`src/pkg/dscs_pkg.sv`:
```
// Shared constants and types for the read strobe driver.
package dscs_pkg;

	// System clock and link clock periods in picoseconds.
	localparam int unsigned SYS_CLK_PS   = 4000;
	localparam int unsigned LINK_CLK_PS  = 125000;

	// Read latency in link clocks and burst lengths in strobe edges.
	localparam logic [3:0]  RD_LAT       = 4'hb;
	localparam logic [3:0]  BURST_LEN_8  = 4'h8;
	localparam logic [3:0]  BURST_LEN_4  = 4'h4;

	// Minimum link clocks between two column commands from the host.
	localparam logic [3:0]  COL_GAP_CYC  = 4'h4;

	// Strobe preamble and postamble minimums in hundredths of a link clock period.
	localparam int unsigned RD_PRE_MIN_CENT  = 90;
	localparam int unsigned RD_POST_MIN_CENT = 30;
	localparam int unsigned PRE_MIN_CYC  =
		(LINK_CLK_PS * RD_PRE_MIN_CENT / 100 + SYS_CLK_PS - 1) / SYS_CLK_PS;
	localparam int unsigned POST_MIN_CYC =
		(LINK_CLK_PS * RD_POST_MIN_CENT / 100 + SYS_CLK_PS - 1) / SYS_CLK_PS;

	// Column command as seen on the command pins.
	typedef struct packed {
		logic rd;
		logic chop;
	} dscs_cmd_s;

	typedef enum logic [3:0] {
		ST_IDLE  = 4'b0001,
		ST_WAIT  = 4'b0010,
		ST_PRE   = 4'b0100,
		ST_BURST = 4'b1000
	} dscs_state_e;

endpackage : dscs_pkg

```
`src/logic/dscs_rd_strobe.sv`:
```
// Read data strobe driver: preamble, toggling burst, postamble and release.
`timescale 1ns/1ps
module dscs_rd_strobe (
	input  wire logic            i_ref_clk,
	input  wire logic            i_sys_rst,
	input  wire logic            i_ck,
	input  wire dscs_pkg::dscs_cmd_s i_cmd,
	output logic                 o_dqs,
	output logic                 o_dqs_n,
	output logic                 o_dqs_oe
);
	import dscs_pkg::*;

	// Three-stage samplers for the link clock and the command pins.
	logic [2:0]  ck_sync_q;
	logic [2:0]  rd_sync_q;
	logic [2:0]  chop_sync_q;
	logic        ck_lvl_q;
	logic        ck_lvl_d;
	logic        ck_rise;
	logic        ck_fall;
	logic        rd_lvl_q;
	logic        rd_lvl_d;
	logic        chop_lvl_q;
	logic        chop_lvl_d;

	dscs_state_e state_q;
	dscs_state_e state_d;
	logic [3:0]  cnt_q;
	logic [3:0]  cnt_d;
	logic [3:0]  blen_q;
	logic [3:0]  blen_d;
	logic        dqs_q;
	logic        dqs_d;
	logic        oe_q;
	logic        oe_d;
	logic [7:0]  dwell_q;
	logic [7:0]  dwell_d;

	always_ff @(posedge i_ref_clk) begin
		if (i_sys_rst) begin
			ck_sync_q   <= 3'h0;
			rd_sync_q   <= 3'h0;
			chop_sync_q <= 3'h0;
		end else begin
			ck_sync_q   <= {ck_sync_q[1:0], i_ck};
			rd_sync_q   <= {rd_sync_q[1:0], i_cmd.rd};
			chop_sync_q <= {chop_sync_q[1:0], i_cmd.chop};
		end
	end

	// A pin level counts only once the last two stages agree, so a sample caught
	// mid-transition cannot make a false link edge or a false command.
	always_comb begin
		ck_lvl_d   = ck_lvl_q;
		rd_lvl_d   = rd_lvl_q;
		chop_lvl_d = chop_lvl_q;
		if (ck_sync_q[1] == ck_sync_q[2]) begin
			ck_lvl_d = ck_sync_q[2];
		end
		if (rd_sync_q[1] == rd_sync_q[2]) begin
			rd_lvl_d = rd_sync_q[2];
		end
		if (chop_sync_q[1] == chop_sync_q[2]) begin
			chop_lvl_d = chop_sync_q[2];
		end
		ck_rise = ck_lvl_d & ~ck_lvl_q;
		ck_fall = ~ck_lvl_d & ck_lvl_q;
	end

	always_comb begin
		state_d = state_q;
		cnt_d   = cnt_q;
		blen_d  = blen_q;
		dqs_d   = dqs_q;
		oe_d    = oe_q;
		dwell_d = (dwell_q == 8'hff) ? dwell_q : dwell_q + 8'h01;
		unique case (state_q)
			ST_IDLE: begin
				// Commands are taken at a rising link clock; a new read while busy is ignored.
				if (ck_rise && rd_lvl_d) begin
					state_d = ST_WAIT;
					cnt_d   = 4'h0;
					blen_d  = chop_lvl_d ? BURST_LEN_4 : BURST_LEN_8;
				end
			end
			ST_WAIT: begin
				if (ck_rise) begin
					if (cnt_q == RD_LAT - 4'h2) begin
						state_d = ST_PRE;
						oe_d    = 1'b1;
						dqs_d   = 1'b0;
						dwell_d = 8'h00;
					end else begin
						cnt_d = cnt_q + 4'h1;
					end
				end
			end
			ST_PRE: begin
				if (ck_rise) begin
					state_d = ST_BURST;
					dqs_d   = 1'b1;
					cnt_d   = 4'h0;
				end
			end
			ST_BURST: begin
				if (ck_rise || ck_fall) begin
					cnt_d = cnt_q + 4'h1;
					if (ck_rise && cnt_q + 4'h1 == blen_q) begin
						state_d = ST_IDLE;
						oe_d    = 1'b0;
						dqs_d   = 1'b0;
					end else begin
						dqs_d = ~dqs_q;
					end
					// Half-clock postamble: the last fall parks the strobe low.
					dwell_d = 8'h00;
				end
			end
		endcase
	end

	always_ff @(posedge i_ref_clk) begin
		if (i_sys_rst) begin
			ck_lvl_q <= 1'b0;
			rd_lvl_q   <= 1'b0;
			chop_lvl_q <= 1'b0;
			state_q  <= ST_IDLE;
			cnt_q    <= 4'h0;
			blen_q   <= BURST_LEN_8;
			dqs_q    <= 1'b0;
			oe_q     <= 1'b0;
			dwell_q  <= 8'h00;
		end else begin
			ck_lvl_q <= ck_lvl_d;
			rd_lvl_q   <= rd_lvl_d;
			chop_lvl_q <= chop_lvl_d;
			state_q  <= state_d;
			cnt_q    <= cnt_d;
			blen_q   <= blen_d;
			dqs_q    <= dqs_d;
			oe_q     <= oe_d;
			dwell_q  <= dwell_d;
		end
	end

	// Both strobe legs come from flops so the pair switches together.
	always_ff @(posedge i_ref_clk) begin
		if (i_sys_rst) begin
			o_dqs    <= 1'b0;
			o_dqs_n  <= 1'b1;
			o_dqs_oe <= 1'b0;
		end else begin
			o_dqs    <= dqs_d;
			o_dqs_n  <= ~dqs_d;
			o_dqs_oe <= oe_d;
		end
	end

	property p_pre_len;
		@(posedge i_ref_clk) disable iff (i_sys_rst)
		(state_q == ST_PRE && state_d == ST_BURST) |-> dwell_q >= 8'(PRE_MIN_CYC - 1);
	endproperty
	a_pre_len: assert property (p_pre_len) else $error("read preamble too short");

	property p_post_len;
		@(posedge i_ref_clk) disable iff (i_sys_rst)
		(state_q == ST_BURST && state_d == ST_IDLE) |-> !dqs_q && dwell_q >= 8'(POST_MIN_CYC - 1);
	endproperty
	a_post_len: assert property (p_post_len) else $error("read postamble too short");

	property p_drive_start;
		@(posedge i_ref_clk) disable iff (i_sys_rst)
		$rose(o_dqs_oe) |-> $past(state_q) == ST_WAIT && $past(cnt_q) == RD_LAT - 4'h2
			&& !o_dqs && o_dqs_n;
	endproperty
	a_drive_start: assert property (p_drive_start) else $error("strobe driven at wrong cycle");

	property p_release;
		@(posedge i_ref_clk) disable iff (i_sys_rst)
		$fell(o_dqs_oe) |-> $past(state_q) == ST_BURST && $past(cnt_q) + 4'h1 == $past(blen_q)
			&& ck_lvl_q;
	endproperty
	a_release: assert property (p_release) else $error("strobe released at wrong cycle");

	property p_first_high;
		@(posedge i_ref_clk) disable iff (i_sys_rst)
		(state_q == ST_PRE && state_d == ST_BURST) |=> o_dqs && !o_dqs_n && o_dqs_oe;
	endproperty
	a_first_high: assert property (p_first_high) else $error("no first strobe rise");

	property p_edge_only;
		@(posedge i_ref_clk) disable iff (i_sys_rst)
		(state_q == ST_BURST && !ck_rise && !ck_fall) |=> $stable(o_dqs);
	endproperty
	a_edge_only: assert property (p_edge_only) else $error("strobe moved off a link edge");

	property p_park_low;
		@(posedge i_ref_clk) disable iff (i_sys_rst)
		$fell(o_dqs_oe) |-> !o_dqs && !$past(o_dqs);
	endproperty
	a_park_low: assert property (p_park_low) else $error("strobe not low at release");

endmodule : dscs_rd_strobe

```
`config.mk`:
```
export PLATFORM = sky130hd
export DESIGN_NAME = dscs_rd_strobe
export DESIGN_NICKNAME = d
export VERILOG_FILES = /design/src/pkg/dscs_pkg.sv /design/src/logic/dscs_rd_strobe.sv
export SDC_FILE = /design/constraint.sdc
export NUM_CORES = 1
export LEC_CHECK = 0
export ABC_AREA = 1
export BUFFER_PORTS_ARGS = -buffer_cell sky130_fd_sc_hd__buf_4
export CORE_MARGIN = 2
export CORE_UTILIZATION = 57
export DETAILED_ROUTE_END_ITERATION = 10
export GPL_ROUTABILITY_DRIVEN = 0
export PLACE_DENSITY = 0.87
export REMOVE_ABC_BUFFERS = 1
export SKIP_LAST_GASP = 1
export SLEW_MARGIN = 10
export SYNTH_ARGS = -nofsm -noshare
export SYNTH_HDL_FRONTEND = slang
export SYNTH_SLANG_ARGS = --single-unit
export TNS_END_PERCENT = 20
```
`constraint.sdc`:
```
create_clock -name i_ref_clk -period 2.1 [get_ports i_ref_clk]
set_input_delay 0.105 -clock i_ref_clk [delete_from_list [all_inputs] [get_ports i_ref_clk]]
set_output_delay 0.105 -clock i_ref_clk [all_outputs]
set_load 0.005 [all_outputs]
```
==> flow_summary.ini <==
[logic_synthesis]
synth_area_leaders = sky130_fd_sc_hd__dfxtp_1 43%, sky130_fd_sc_hd__inv_1 10%, sky130_fd_sc_hd__nand2_1 10%, sky130_fd_sc_hd__nor2_1 8.0%, sky130_fd_sc_hd__nand3_1 7.7%
yosysTopAreaCellShare = 0.4287
synth_area_leader_cell = sky130_fd_sc_hd__dfxtp_1
post_synth_num_cell_types = 23
synth_warnings = 0
synthesis.area_per_instance_um2 = 6.990
cell_count_after_synthesis = 167
synth_seq_cells = 25
yosys.cell_count.top_type = sky130_fd_sc_hd__inv_1
synth_area_um2 = 1167
count_of_flip_flops_with_a_built_in_enable_after_synthesis = 0
synth_sequential_area_ratio = 0.4287
main_flop_type_after_synthesis = sky130_fd_sc_hd__dfxtp_1
synth_commonest_cells = 32 x sky130_fd_sc_hd__inv_1, 31 x sky130_fd_sc_hd__nand2_1, 25 x sky130_fd_sc_hd__dfxtp_1, 25 x sky130_fd_sc_hd__nor2_1, 18 x sky130_fd_sc_hd__nand3_1
ys_async_sr_fraction = 0

[setup_path]
reg2regPathDepth = 9
worstPathArrival_ps = 1920
cp_max_fo = 5
cp.required_ps = 2300
reg2reg_setup_slack_ps = 390
crit-reg2reg-launch = ck_lvl_q$_SDFF_PP0_
worst_setup_path_start_kind = flip-flop
cp-end-kind = flip-flop
critical_path_class = flip-flop to flip-flop
reg_to_reg_endpoint = cnt_q[1]$_SDFFE_PP0P_

[clock_tree]
cts_made_buffers = 3
clock_tree.root_cell = sky130_fd_sc_hd__clkbuf_4
cts-hold-fix-buffers = 3
cts_tree = yes
ctsResizeCount = 0
cts_htree_levels = 1
cts_buffer_depth = 2
cts_post_setup_buffers_inserted = 0
clock_latency_of_the_later_clocked_register_in_the_worst_skew_pair_ps = 310
clkSlewWorstSetupHoldPaths_ps = 130
clock_sinks = 25

[sta]
worst_hold_slack_ps = 110.9
finalHoldViolCount = 0
timing.max_slew.rel_slack = 0.8027
period_minus_slack_ps = 1714
timing_max_transition_violations_final = 0
finalSetupViolations = 0
clock.fmax_ghz = 0.5833
totalNegativeSetupSlack_ps = 0
worst_slew_pin_slew_ps = 293.6
timing.final.crit_share = 0.8163
finClkSkew_ps = 10.34
rsz_0062_raised_after_global_routing = no
setup_ws_ps = 385.7

[route]
post-route-drc-count = 0
vias_per_cell = 5.029
via_count = 1031
totalWireLength_mm = 2.102
avg_wl_per_cell_um = 10.25
antenna_violating_nets_post_route = 0
drt_initial_violations = 32
drt_first_pass_iters = 4

[floorplan]
initial_core_util = 0.6012
boundaryPins = 8
rows = 16
chipHeight_um = 49.26
die_width_um = 49.26
die_area_um2 = 2426
core_area_um2 = 1942

[worst_hold_path]
holdPathStages = 2
hold_class = input port to flip-flop
holdPathEnd = ck_sync_q[0]$_SDFF_PP0_
hp-start = i_sys_rst

[global_route]
total_routing_usage_reported_by_global_routing = 0.2160
grt_max_degree = 21
grt_remaining_overflow = 0
initial_antenna_violation_count = 0
via_count_of_the_first_global_routing_pass = 1017
grt_first_pass_wirelength_mm = 4.077

[placed_design]
place.port_buffers = 7
detailedPlacementHpwl_mm = 1.562
placement.setup.worst_slack_ps = 451.2

[pwr]
design_power_total_mw = 0.8992
peakVddDrop_mv = 0.4386
p_leak_nw = 0.6398
cell_pwr_density_nw_per_um2 = 696.4

[layout]
num_antenna_cells = 0
num-nets-final = 187
fraction_of_final_layout_cells_sized_beyond_drive_strength_1 = 0.1124
syn2layout_area_growth_pct = 10.61

[job]
max_cap_viol_count = 0

[run_status]
outcome = complete, no violations
flip-flops by register name (all words and copies together) (netlist names), named ones only:
register and cells:
cnt_q 4, rd_sync_q 3, chop_sync_q 3, o_dqs_n 1
state_q 4, blen_q 2, ck_lvl_q 1, ck_sync_q 3
chop_lvl_q 1, o_dqs_oe 1, rd_lvl_q 1
power breakdown:
part           switching [mW]  internal, mW  leakage, nW
registers              0.0255         0.502        0.204
clock network           0.133        0.0741       0.0150
logic                   0.101        0.0639        0.421
total                   0.260         0.640        0.640
worst max-delay path: stages (launching register included):
cell	delay, ps
sky130_fd_sc_hd__dfxtp_1	340
sky130_fd_sc_hd__a21oi_1	200
sky130_fd_sc_hd__a21oi_1	70
sky130_fd_sc_hd__ha_1	300
sky130_fd_sc_hd__nand4_1	160
sky130_fd_sc_hd__o21ai_2	90
sky130_fd_sc_hd__nor2_2	170
sky130_fd_sc_hd__nand2_2	110
sky130_fd_sc_hd__o21ai_1	130
sky130_fd_sc_hd__nor2_1	50
layer usage:
| metal | vias up | wire length (µm) | track usage |
|---|---|---|---|
| met4 | 0 | 18 | 0.08095 |
| met5 | - | 0 | 0 |
| met1 | 464 | 959 | 0.2577 |
| li1 | 536 | - | - |
| met3 | 4 | 85 | 0.03681 |
| met2 | 27 | 1039 | 0.3829 |
layout by cell type (no fill, tap or decap):
| cell | instances |
|---|---|
| sky130_fd_sc_hd__inv_1 | 32 |
| sky130_fd_sc_hd__nand2_1 | 31 |
| sky130_fd_sc_hd__nor2_1 | 25 |
| sky130_fd_sc_hd__dfxtp_1 | 25 |
| sky130_fd_sc_hd__nand3_1 | 18 |
| sky130_fd_sc_hd__a21oi_1 | 8 |
| sky130_fd_sc_hd__buf_4 | 7 |
| sky130_fd_sc_hd__nor2_2 | 4 |
| sky130_fd_sc_hd__o21ai_0 | 3 |
| sky130_fd_sc_hd__nand4_1 | 3 |
| sky130_fd_sc_hd__ha_1 | 3 |
| sky130_fd_sc_hd__clkbuf_4 | 3 |
| sky130_fd_sc_hd__dlygate4sd3_1 | 3 |
| sky130_fd_sc_hd__nand2_2 | 2 |
| sky130_fd_sc_hd__nand3_2 | 1 |
| sky130_fd_sc_hd__o21ai_2 | 1 |
| sky130_fd_sc_hd__nor2_4 | 1 |
| sky130_fd_sc_hd__a21oi_2 | 1 |
| sky130_fd_sc_hd__or2_1 | 1 |
| sky130_fd_sc_hd__xnor2_1 | 1 |
| sky130_fd_sc_hd__o21ai_1 | 1 |
| sky130_fd_sc_hd__nor3_1 | 1 |
| sky130_fd_sc_hd__o21a_1 | 1 |
| sky130_fd_sc_hd__a211oi_1 | 1 |
| sky130_fd_sc_hd__clkbuf_1 | 1 |
cell type report:
type	count	area (µm²)
fill	177	650.6
timing repair buffer	10	82.58
clock buffer	4	26.28
multi-input combinational	107	528.0
tap	27	33.78
sequential	25	500.5
inverter	32	120.1
logic make-up after synthesis:
family / Yosys count / synth area share
flops: 25 / 0.4287
xor+xnor: 1 / 0.007504
compound gates: 16 / 0.07932
fa+ha+maj: 3 / 0.03216
buf+inv: 35 / 0.1190
simple gates: 87 / 0.3333
how the worst max path moves through the flow:
stage,endpoint,depth (start not counted),from,slack [ps]
3_5_place_dp,cnt_q[1]$_SDFFE_PP0P_,9,ck_lvl_q$_SDFF_PP0_,450
6_report,cnt_q[1]$_SDFFE_PP0P_,9,ck_lvl_q$_SDFF_PP0_,390
4_1_cts,cnt_q[1]$_SDFFE_PP0P_,9,ck_lvl_q$_SDFF_PP0_,420
3_3_place_gp,cnt_q[1]$_SDFFE_PP0P_,9,ck_lvl_q$_SDFF_PP0_,500
2_1_floorplan,cnt_q[1]$_SDFFE_PP0P_,9,ck_lvl_q$_SDFF_PP0_,600
5_1_grt,flip-flop,12,ck_sync_q[1]$_SDFF_PP0_,200
metrics by stage:
| step | instance area [µm²] | instances | utilization |
|---|---|---|---|
| after CTS | 1291 | 205 | 0.6649 |
| after floorplan | 1149 | 164 | - |
| final | 1291 | 205 | 0.6649 |
| after global placement | 1235 | 198 | 0.6360 |
| after detailed placement | 1235 | 198 | 0.6360 |
| after global routing | 1291 | 205 | 0.6649 |
Power figures use the tool's default switching activity.
